File: src/verilog/fdlhc_pkg.sv
package fdlhc_pkg;

  // Register offsets on the parallel control port
  localparam logic [3:0] ADDR_CONTROL = 4'h0;
  localparam logic [3:0] ADDR_STATUS = 4'h1;
  localparam logic [3:0] ADDR_MASK = 4'h2;
  localparam logic [3:0] ADDR_RX_INFO = 4'h3;
  localparam logic [3:0] ADDR_RX_CODE = 4'h4;
  localparam logic [3:0] ADDR_TX_INFO = 4'h6;
  localparam logic [3:0] ADDR_TX_CODE = 4'h7;

  // Control register fields
  localparam int CTL_RX_CODE_RESET = 7;
  localparam int CTL_RX_PACKET_RESET = 6;
  localparam int CTL_FLAG_IDLE_SEL = 5;
  localparam int CTL_TX_PACKET_RESET = 4;
  localparam int CTL_ABORT = 3;
  localparam int CTL_END_OF_MSG = 2;
  localparam int CTL_ZERO_STUFF_DEFEAT = 1;
  localparam int CTL_CHECK_DEFEAT = 0;

  // Status register fields and which of them latch
  localparam int STS_CODE_CHANGE = 7;
  localparam int STS_PACKET_END = 6;
  localparam int STS_PACKET_START = 5;
  localparam int STS_RX_HALF = 4;
  localparam int STS_RX_NOT_EMPTY = 3;
  localparam int STS_TX_HALF = 2;
  localparam int STS_TX_NOT_FULL = 1;
  localparam int STS_MSG_END = 0;
  localparam logic [7:0] STS_LATCHED_MASK = 8'hE1;

  // Transmit code register fields
  localparam int TXC_SEND = 7;
  localparam int TXC_ENABLE = 6;
  localparam int TXC_CODE_W = 6;

  // Transmitted patterns
  localparam logic [7:0] PAT_FLAG = 8'h7E;
  localparam logic [7:0] PAT_IDLE = 8'hFF;
  localparam logic [7:0] PAT_ABORT = 8'hFE;

  localparam logic [7:0] RESET_BYTE = 8'h00;

  typedef struct packed {
    logic wr;
    logic rd;
    logic [3:0] addr;
    logic [7:0] wdata;
  } fdlhc_req_s;

  typedef struct packed {
    logic code_change;
    logic packet_end;
    logic packet_start;
    logic msg_end;
  } fdlhc_evt_s;

  typedef struct packed {
    logic rx_half;
    logic rx_not_empty;
    logic tx_half;
    logic tx_not_full;
  } fdlhc_lvl_s;

endpackage

File: src/verilog/fdlhc_status_latch.sv
`timescale 1ns/100ps
module fdlhc_status_latch (
  // Clock and reset
  input wire logic clk_i,
  input wire logic rstn_i,
  // Events and live levels, already in status bit order
  input wire logic [7:0] event_i,
  input wire logic [7:0] live_i,
  // Host mask write
  input wire logic mask_wr_i,
  input wire logic [7:0] mask_i,
  // Views
  output logic [7:0] sticky_o,
  output logic [7:0] read_view_o
);

  logic [7:0] sticky;
  logic [7:0] shadow;
  logic [7:0] next_sticky;
  logic [7:0] next_shadow;
  logic [7:0] lat;

  assign lat = fdlhc_pkg::STS_LATCHED_MASK;

  always_comb begin
    next_sticky = sticky;
    next_shadow = shadow;
    if (mask_wr_i) begin
      next_shadow = (shadow & ~mask_i) | (sticky & mask_i);
      next_sticky = sticky & ~(mask_i & lat);
    end
    // Set wins over a clear in the same cycle
    next_sticky = (next_sticky | (event_i & lat));
  end

  always_ff @(posedge clk_i) begin
    if (!rstn_i) begin
      sticky <= fdlhc_pkg::RESET_BYTE;
      shadow <= fdlhc_pkg::RESET_BYTE;
    end else begin
      sticky <= next_sticky;
      shadow <= next_shadow;
    end
  end

  assign sticky_o = sticky;
  // Live bits never pass through the shadow, so a mask write cannot touch them
  assign read_view_o = (shadow & lat) | (live_i & ~lat);

endmodule // fdlhc_status_latch

File: src/verilog/fdlhc_host_control.sv
// Contract
// - Latched bit sets, holds until read, clears; here it holds until a status mask write clears it
// - Real-time bits show present condition only
// - Mask write updates read view, clears latch
// - Mask write leaves real-time bits alone
// - Unmasked status event pulls interrupt low
// - Interrupt releases after causing bit read; here it releases at the clearing status mask write
// - Code written then send bit transmits it
// - Bit 7 rising resets code detector
// - Bit 6 rising resets receive packet logic
// - Bit 5 selects 7Eh or FFh idle
// - Bit 4 rising resets transmit packet, code
// - Bit 3 rising flushes FIFO, sends abort
// - End-of-message cleared after last byte sent
// - Bit 1 set disables zero insertion
// - Mask bit 1 enables, 0 masks interrupt
// - Code, packet end/start, message end latch
`timescale 1ns/100ps
module fdlhc_host_control (
  // Clock and reset
  input wire logic clk_i,
  input wire logic rstn_i,
  // Parallel control port, synchronous to clk_i
  input wire fdlhc_pkg::fdlhc_req_s req_i,
  output logic [7:0] rd_data_o,
  // Events and levels from the packet and code engines
  input wire fdlhc_pkg::fdlhc_evt_s evt_i,
  input wire fdlhc_pkg::fdlhc_lvl_s lvl_i,
  input wire logic [7:0] rx_packet_info_i,
  input wire logic [7:0] tx_packet_info_i,
  input wire logic [7:0] rx_code_i,
  input wire logic last_byte_sent_i,
  // Interrupt
  output logic int_n_o,
  // Controls to the engines
  output logic rx_code_reset_o,
  output logic rx_packet_reset_o,
  output logic tx_packet_reset_o,
  output logic tx_code_reset_o,
  output logic tx_fifo_flush_o,
  output logic tx_send_abort_o,
  output logic [7:0] tx_idle_pattern_o,
  output logic tx_end_of_message_o,
  output logic tx_zero_stuff_defeat_o,
  output logic tx_check_defeat_o,
  output logic controller_enable_o,
  output logic send_code_o,
  output logic [5:0] tx_code_o
);

  // Host-visible registers
  logic [7:0] ctl;
  logic [7:0] next_ctl;
  logic [7:0] imask;
  logic [7:0] next_imask;
  logic [7:0] txc;
  logic [7:0] next_txc;
  logic [7:0] rdata;
  logic [7:0] next_rdata;
  logic [7:0] pulses;
  logic [7:0] next_pulses;
  logic send_q;
  logic next_send_q;
  logic [7:0] sts_evt;
  logic [7:0] sts_live;
  logic [7:0] sts_sticky;
  logic [7:0] sts_view;
  logic sts_mask_wr;
  logic wr_ctl;
  logic wr_imask;
  logic wr_txc;
  logic [7:0] int_src;

  function automatic logic hit(input fdlhc_pkg::fdlhc_req_s r, input logic [3:0] a);
    hit = r.wr && (r.addr == a);
  endfunction

  function automatic logic rise(input logic [7:0] prev, input logic [7:0] now, input int b);
    rise = !prev[b] && now[b];
  endfunction

  // Status bits gathered in register order
  always_comb begin
    sts_evt = fdlhc_pkg::RESET_BYTE;
    sts_evt[fdlhc_pkg::STS_CODE_CHANGE] = evt_i.code_change;
    sts_evt[fdlhc_pkg::STS_PACKET_END] = evt_i.packet_end;
    sts_evt[fdlhc_pkg::STS_PACKET_START] = evt_i.packet_start;
    sts_evt[fdlhc_pkg::STS_MSG_END] = evt_i.msg_end;
    sts_live = fdlhc_pkg::RESET_BYTE;
    sts_live[fdlhc_pkg::STS_RX_HALF] = lvl_i.rx_half;
    sts_live[fdlhc_pkg::STS_RX_NOT_EMPTY] = lvl_i.rx_not_empty;
    sts_live[fdlhc_pkg::STS_TX_HALF] = lvl_i.tx_half;
    sts_live[fdlhc_pkg::STS_TX_NOT_FULL] = lvl_i.tx_not_full;
  end

  assign sts_mask_wr = hit(req_i, fdlhc_pkg::ADDR_STATUS);

  assign wr_ctl = hit(req_i, fdlhc_pkg::ADDR_CONTROL);
  assign wr_imask = hit(req_i, fdlhc_pkg::ADDR_MASK);
  assign wr_txc = hit(req_i, fdlhc_pkg::ADDR_TX_CODE);

  fdlhc_status_latch u_status (
    .clk_i(clk_i),
    .rstn_i(rstn_i),
    .event_i(sts_evt),
    .live_i(sts_live),
    .mask_wr_i(sts_mask_wr),
    .mask_i(req_i.wdata),
    .sticky_o(sts_sticky),
    .read_view_o(sts_view)
  );

  // Register writes and read mux
  always_comb begin
    next_ctl = ctl;
    next_imask = imask;
    next_txc = txc;
    next_rdata = rdata;
    next_send_q = 1'b0;
    // A host write wins over the end-of-message clear
    if (wr_ctl) begin
      next_ctl = req_i.wdata;
    end else if (last_byte_sent_i) begin
      next_ctl[fdlhc_pkg::CTL_END_OF_MSG] = 1'b0;
    end
    if (wr_imask) begin
      next_imask = req_i.wdata;
    end
    // Send is a strobe; the stored bit is readback only
    if (wr_txc) begin
      next_txc = req_i.wdata;
      next_send_q = req_i.wdata[fdlhc_pkg::TXC_SEND];
    end else if (pulses[fdlhc_pkg::CTL_TX_PACKET_RESET]) begin
      next_txc[fdlhc_pkg::TXC_SEND] = 1'b0;
    end
    if (req_i.rd) begin
      if (req_i.addr == fdlhc_pkg::ADDR_CONTROL) begin
        next_rdata = ctl;
      end else if (req_i.addr == fdlhc_pkg::ADDR_STATUS) begin
        next_rdata = sts_view;
      end else if (req_i.addr == fdlhc_pkg::ADDR_MASK) begin
        next_rdata = imask;
      end else if (req_i.addr == fdlhc_pkg::ADDR_RX_INFO) begin
        next_rdata = rx_packet_info_i;
      end else if (req_i.addr == fdlhc_pkg::ADDR_RX_CODE) begin
        next_rdata = rx_code_i;
      end else if (req_i.addr == fdlhc_pkg::ADDR_TX_INFO) begin
        next_rdata = tx_packet_info_i;
      end else if (req_i.addr == fdlhc_pkg::ADDR_TX_CODE) begin
        next_rdata = txc;
      end else begin
        // Unmapped offsets read as zero
        next_rdata = fdlhc_pkg::RESET_BYTE;
      end
    end
  end

  // One-cycle pulses on 0-to-1 edges of control bits 7, 6, 4 and 3
  // Edge taken against the next value, so the pulse lines up with the register update
  always_comb begin
    next_pulses = fdlhc_pkg::RESET_BYTE;
    next_pulses[fdlhc_pkg::CTL_RX_CODE_RESET] =
      rise(ctl, next_ctl, fdlhc_pkg::CTL_RX_CODE_RESET);
    next_pulses[fdlhc_pkg::CTL_RX_PACKET_RESET] =
      rise(ctl, next_ctl, fdlhc_pkg::CTL_RX_PACKET_RESET);
    next_pulses[fdlhc_pkg::CTL_TX_PACKET_RESET] =
      rise(ctl, next_ctl, fdlhc_pkg::CTL_TX_PACKET_RESET);
    next_pulses[fdlhc_pkg::CTL_ABORT] = rise(ctl, next_ctl, fdlhc_pkg::CTL_ABORT);
  end

  // Plain synchronous reset; every register clears
  always_ff @(posedge clk_i) begin
    if (!rstn_i) begin
      ctl <= fdlhc_pkg::RESET_BYTE;
      imask <= fdlhc_pkg::RESET_BYTE;
      txc <= fdlhc_pkg::RESET_BYTE;
      rdata <= fdlhc_pkg::RESET_BYTE;
      pulses <= fdlhc_pkg::RESET_BYTE;
      send_q <= 1'b0;
    end else begin
      ctl <= next_ctl;
      imask <= next_imask;
      txc <= next_txc;
      rdata <= next_rdata;
      pulses <= next_pulses;
      send_q <= next_send_q;
    end
  end

  // Read data is registered and holds until the next read
  assign rd_data_o = rdata;

  // Live bits can hold the line low too; a status mask write that clears the latched cause releases it
  assign int_src = (sts_sticky | sts_live) & imask;
  assign int_n_o = ~|int_src;

  // Reset and abort strobes are one cycle wide
  assign rx_code_reset_o = pulses[fdlhc_pkg::CTL_RX_CODE_RESET];
  assign rx_packet_reset_o = pulses[fdlhc_pkg::CTL_RX_PACKET_RESET];
  assign tx_packet_reset_o = pulses[fdlhc_pkg::CTL_TX_PACKET_RESET];
  assign tx_code_reset_o = pulses[fdlhc_pkg::CTL_TX_PACKET_RESET];
  assign tx_fifo_flush_o = pulses[fdlhc_pkg::CTL_ABORT];
  assign tx_send_abort_o = pulses[fdlhc_pkg::CTL_ABORT];
  assign tx_idle_pattern_o = ctl[fdlhc_pkg::CTL_FLAG_IDLE_SEL] ?
    fdlhc_pkg::PAT_IDLE : fdlhc_pkg::PAT_FLAG;
  assign tx_end_of_message_o = ctl[fdlhc_pkg::CTL_END_OF_MSG];
  assign tx_zero_stuff_defeat_o = ctl[fdlhc_pkg::CTL_ZERO_STUFF_DEFEAT];
  assign tx_check_defeat_o = ctl[fdlhc_pkg::CTL_CHECK_DEFEAT];
  assign controller_enable_o = txc[fdlhc_pkg::TXC_ENABLE];
  assign send_code_o = send_q & txc[fdlhc_pkg::TXC_ENABLE];
  assign tx_code_o = txc[fdlhc_pkg::TXC_CODE_W-1:0];

endmodule // fdlhc_host_control

File: config.mk
export PLATFORM = sky130hd
export DESIGN_NAME = fdlhc_host_control
export DESIGN_NICKNAME = d
export VERILOG_FILES = /design/src/verilog/fdlhc_pkg.sv /design/src/verilog/fdlhc_status_latch.sv /design/src/verilog/fdlhc_host_control.sv
export SDC_FILE = /design/constraint.sdc
export NUM_CORES = 1
export LEC_CHECK = 0
export BUFFER_PORTS_ARGS = -buffer_cell sky130_fd_sc_hd__buf_2
export CAP_MARGIN = 20
export CORE_ASPECT_RATIO = 0.9
export CORE_MARGIN = 2
export CORE_UTILIZATION = 54
export CTS_CLUSTER_SIZE = 8
export DETAILED_ROUTE_END_ITERATION = 8
export GPL_TIMING_DRIVEN = 0
export PLACE_DENSITY = 0.85
export SLEW_MARGIN = 30
export SYNTH_ARGS = -nofsm -noshare
export SYNTH_HDL_FRONTEND = slang
export SYNTH_HIERARCHICAL = 1
export SYNTH_SLANG_ARGS = --single-unit
File: constraint.sdc
create_clock -name clk_i -period 2.4 [get_ports clk_i]
set_input_delay 0.24 -clock clk_i [delete_from_list [all_inputs] [get_ports clk_i]]
set_output_delay 0.24 -clock clk_i [all_outputs]
set_load 0.005 [all_outputs]
# Word-level counts from Yosys, hierarchy flattened
# Cells that the tools add are included.
[word_totals]
register_bits = 53
input_bits = 49
output_inout_bits = 34
word_cells = 60
[classes]
n_eq_ne = 6
mux = 14
bitwise = 11
n_reduce_logical = 18
[op_table]
columns = ["operator", "n"]
rows = [
  ["$mux W8", 9],
  ["$and A8 B8 Y8", 4],
  ["$not A8 Y8", 2],
  ["$or A8 B5 Y8", 2],
  ["$or A8 B8 Y8", 2],
  ["$eq A4 B3 Y1 const B", 3],
  ["$eq A4 B2 Y1 const B", 2],
  ["$logic_and A1 B1 Y1", 8],
  ["$reduce_or A8 Y1", 1],
  ["$logic_not A1 Y1", 5],
  ["$mux W5", 1],
  ["$eq A4 B1 Y1 const B", 1],
  ["$logic_not A4 Y1", 1],
  ["$mux W1", 4],
  ["$reduce_bool A2 Y1", 2],
  ["$reduce_and A2 Y1", 1],
  ["$and A1 B1 Y1", 1],
]

# Depth between registers and ports, before layout
[depth]
word_depth = 8
depth_mapped = 7
mapped_depth_nobuf = 4

# By module
# The synthesis kept the hierarchy.
[by_module_without_submodules]
columns = ["module", "n_inst", "cells_per_inst", "area_per_inst_um2"]
rows = [
  ["fdlhc_host_control", 1, 235, 2078.2],
  ["fdlhc_status_latch", 1, 42, 370.4],
]

# Worst setup path after synthesis
# OpenSTA, ideal clock, no wires.
[synth_path]
kind = "in2reg"
startpoint = "in req_i[9] (netlist bit)"
endpoint = "reg rdata[6] (netlist: rd_data_o[6])"
setup_time_ns = 0.126
arrival_time_ns = 1.334
path_slack_ns = 0.940
cell_stages = 5
n_path_buf = 2
path_cell_list = "buf_2 -> buf_4 -> mux2_2 -> a222oi_1 -> o31ai_1"
[synth_between]
elab_chain_cells = 8
[synth_lines]
columns = ["element", "line", "rtl"]
rows = [
  ["from (decl)", "fdlhc_host_control.sv:24", "input wire fdlhc_pkg::fdlhc_req_s req_i,"],
  ["$eq A4 B3 Y1", "fdlhc_host_control.sv:149", "end else if (req_i.addr == fdlhc_pkg::ADDR_TX_CODE) begin"],
  ["$mux W8", "fdlhc_host_control.sv:149", ""],
  ["$mux W8", "fdlhc_host_control.sv:147", "end else if (req_i.addr == fdlhc_pkg::ADDR_TX_INFO) begin"],
  ["$mux W8", "fdlhc_host_control.sv:145", "end else if (req_i.addr == fdlhc_pkg::ADDR_RX_CODE) begin"],
  ["$mux W8", "fdlhc_host_control.sv:143", "end else if (req_i.addr == fdlhc_pkg::ADDR_RX_INFO) begin"],
  ["$mux W8", "fdlhc_host_control.sv:141", "end else if (req_i.addr == fdlhc_pkg::ADDR_MASK) begin"],
  ["$mux W8", "fdlhc_host_control.sv:139", "end else if (req_i.addr == fdlhc_pkg::ADDR_STATUS) begin"],
  ["$mux W8 *", "fdlhc_host_control.sv:137", "if (req_i.addr == fdlhc_pkg::ADDR_CONTROL) begin"],
  ["to (signal assigned)", "fdlhc_host_control.sv:177", "rdata <= fdlhc_pkg::RESET_BYTE;"],
  ["to (signal assigned)", "fdlhc_host_control.sv:184", "rdata <= next_rdata;"],
  ["to (decl)", "fdlhc_host_control.sv:58", "logic [7:0] rdata;"],
]
# Every way passes the cells marked *; elsewhere a longest branch is shown, timed or not.
# A chain may end at the register's enable or synchronous reset.

==> flow_metrics.py <==
metrics = {
    "cells_and_area": {
        "layout-drive-gt1-share_pct": 35.5,
        "number_of_nets_in_the_final_layout": 414,
        "antennaDiodeCount": 0,
        "layout-area-overhead-vs-synth_pct": 24.3,
    },
    "power": {
        "power_leakage_uw": 0.00143,
        "max-vdd-ir-drop_mv": 0.371,
        "power_density_mw_per_mm2": 528,
    },
    "cts": {
        "post_cts_buffers": 0,
        "path_clk_slew_ps": 80,
        "cts-hold-fix-buffers": 0,
        "clock_sinks": 45,
        "post_cts_resized": 0,
        "cts_tree": "built",
        "cts_htree_levels": 2,
        "root_buffer_cell": "sky130_fd_sc_hd__clkbuf_8",
        "numCtsBuffers": 5,
        "cts_buffer_depth": 2,
        "clk-insertion-delay-late_ps": 300,
    },
    "timing": {
        "final_max_slew_viol_count": 0,
        "rsz0062_at_grt": "no",
        "tightest_slew_ps": 566,
        "timing.final.crit_share_pct": 67.3,
        "final_tns_setup_ps": 0,
        "min_period_ps": 1610,
        "fin_worst_skew_ps": 5.73,
        "slew_headroom_pct": 62.0,
        "worst_hold_slack_ps": 144,
        "maxClockFrequency_mhz": 620,
        "final_hold_violation_count": 0,
        "report.final.setup_viol": 0,
    },
    "setup_path": {
        "worst_setup_path_end_kind": "register",
        "worst-path-buf-inv": 3,
        "slowest_delay_ps": 410,
        "reg2regPathDepth": 4,
        "timing.critical_path.required_ps": 2630,
        "crit_path_top_delay_cell": "sky130_fd_sc_hd__clkbuf_1",
        "timing.critical_path.depth": 6,
        "crit_path_start": "req_i[13]",
        "critical_path_peak_fanout": 10,
        "crit_arrival_ps": 1840,
        "cp_top_family": "buffers and inverters",
        "crit_path_cell_trace": "buf_2, buf_1, clkbuf_1, and3_1, and2_1, mux2i_1",
        "worstSetupPathType": "input pin to register",
        "critical_path.startpoint_type": "input pin",
    },
    "global_route": {
        "global_route_wire_length_before_repair_um": 10300,
        "pin_count_of_the_biggest_net_entering_global_routing": 14,
        "antenna_found_initial": 0,
        "grt_pass1_vias": 2142,
        "global_route.overflow_total": 0,
        "globalRouteTotalUtil_pct": 27.2,
    },
    "place": {
        "place.port_buffers": 74,
        "globalplace.congestion": 0.972,
        "place.detailed.hpwl_um": 5100,
    },
    "routing": {
        "ant_nets": 0,
        "vias": 2387,
        "drc": 0,
        "route.detailed.wl_per_inst_um": 15.8,
        "detailedRoute.firstPassIterationCount": 6,
        "detail_route.iter0.violations": 263,
        "drt-vias-per-instance": 5.58,
        "finalWirelength_um": 6780,
    },
    "die": {
        "num_io_pins": 83,
        "die_y_um": 67.8,
        "design.die.area_mm2": 0.00508,
        "die_w_um": 74.9,
        "rows": 23,
        "initial_core_utilization_pct": 55.5,
        "fp.coreArea_mm2": 0.00440,
    },
    "yosys": {
        "number_of_cells_produced_by_synthesis": 276,
        "synthesis.yosys.warnings": 6,
        "postSynthAreaPerCell_um2": 8.86,
        "netlist_area_mm2": 0.00244,
    },
    "run_status": {
        "run_status": "complete, no violations",
    },
    "worst_hold_path": {
        "min_path_type": "input pin to register",
        "timing.hold.worst_path_depth": 3,
        "hold_path.startpoint": "evt_i[0]",
    },
    "flow_run": {
        "cap_violations": 0,
    },
}
[final timing paths]
| kind | slack, ps | to |
|---|---|---|
| setup / recovery | 790 | register |
| hold / removal | 140 | u_status/sticky_o[0]$_SDFF_PN0_ |
| setup reg to reg | 1240 | rd_data_o[0]$_SDFFE_PN0P_ |
| hold reg to reg | 460 | rd_data_o[2]$_SDFFE_PN0P_ |
[worst reg2reg max path: cells and delay by family, from the launching register on]
family           cells  cell delay (ps)
AO/OA/AOI/OAI        2              460
AND/OR/NAND/NOR      1               80
flip-flops           1              340
multiplexers         1              160
[sequential cells by signal (all words and copies together), names as in the netlist, named ones only]
name               cells
rd_data_o              8
pulses                 4
imask                  8
ctl                    8
txc                    8
send_q                 1
u_status/sticky_o      4
[cell usage in the layout (no fill, tap or decap), drive strengths merged]
cell type  count
a21boi        16
a21oi          2
a222oi         6
a22oi          2
and2           5
and2b          1
and3           3
and4b          1
buf          106
bufinv         1
clkbuf        14
conb          10
dfxtp         45
inv            1
mux2          12
mux2i         18
nand2         44
nand2b         1
nand3         20
nand3b         3
nand4          2
nor2           3
nor2b         11
nor3           3
nor3b          5
nor4           1
o211a          4
o21ai         10
o221ai         2
o22ai          8
o31ai          6
[report_power, final]
| part | switching [µW] | internal [µW] |
|---|---|---|
| clock | 256 | 340 |
| combinational | 120 | 111 |
| sequential | 12.9 | 765 |
[metal layers]
layer	vias to the layer above	track usage [%]	share of wire, %
met2	158	43.1	44
li1	1140	-	-
met4	0	12.9	3.2
met5	-	0	0
met3	26	4.71	9.3
met1	1063	35.9	43
[through the flow]
step	util (%)	std cells	setup WS, ps	total power, µW	instance area [µm²]
6_report	69.0	428	786	1600	3040
5_1_grt	69.0	428	660	1660	3040
4_1_cts	69.0	428	827	1610	3040
3_5_place_dp	66.4	420	530	1020	2920
3_3_place_gp	66.4	420	541	1020	2920
2_1_floorplan	-	284	940	928	2470
[final cells by class]
| type | instances | area (µm²) |
|---|---|---|
| Clock inverter | 1 | 30.0 |
| Buffer | 39 | 263 |
| Multi-Input combinational cell | 199 | 1310 |
| Tap cell | 62 | 77.6 |
| Fill cell | 372 | 1360 |
| Clock buffer | 7 | 86.3 |
| Timing Repair Buffer | 74 | 370 |
| Sequential cell | 45 | 901 |
| Inverter | 1 | 3.75 |
(Power assumes the default switching activity.)
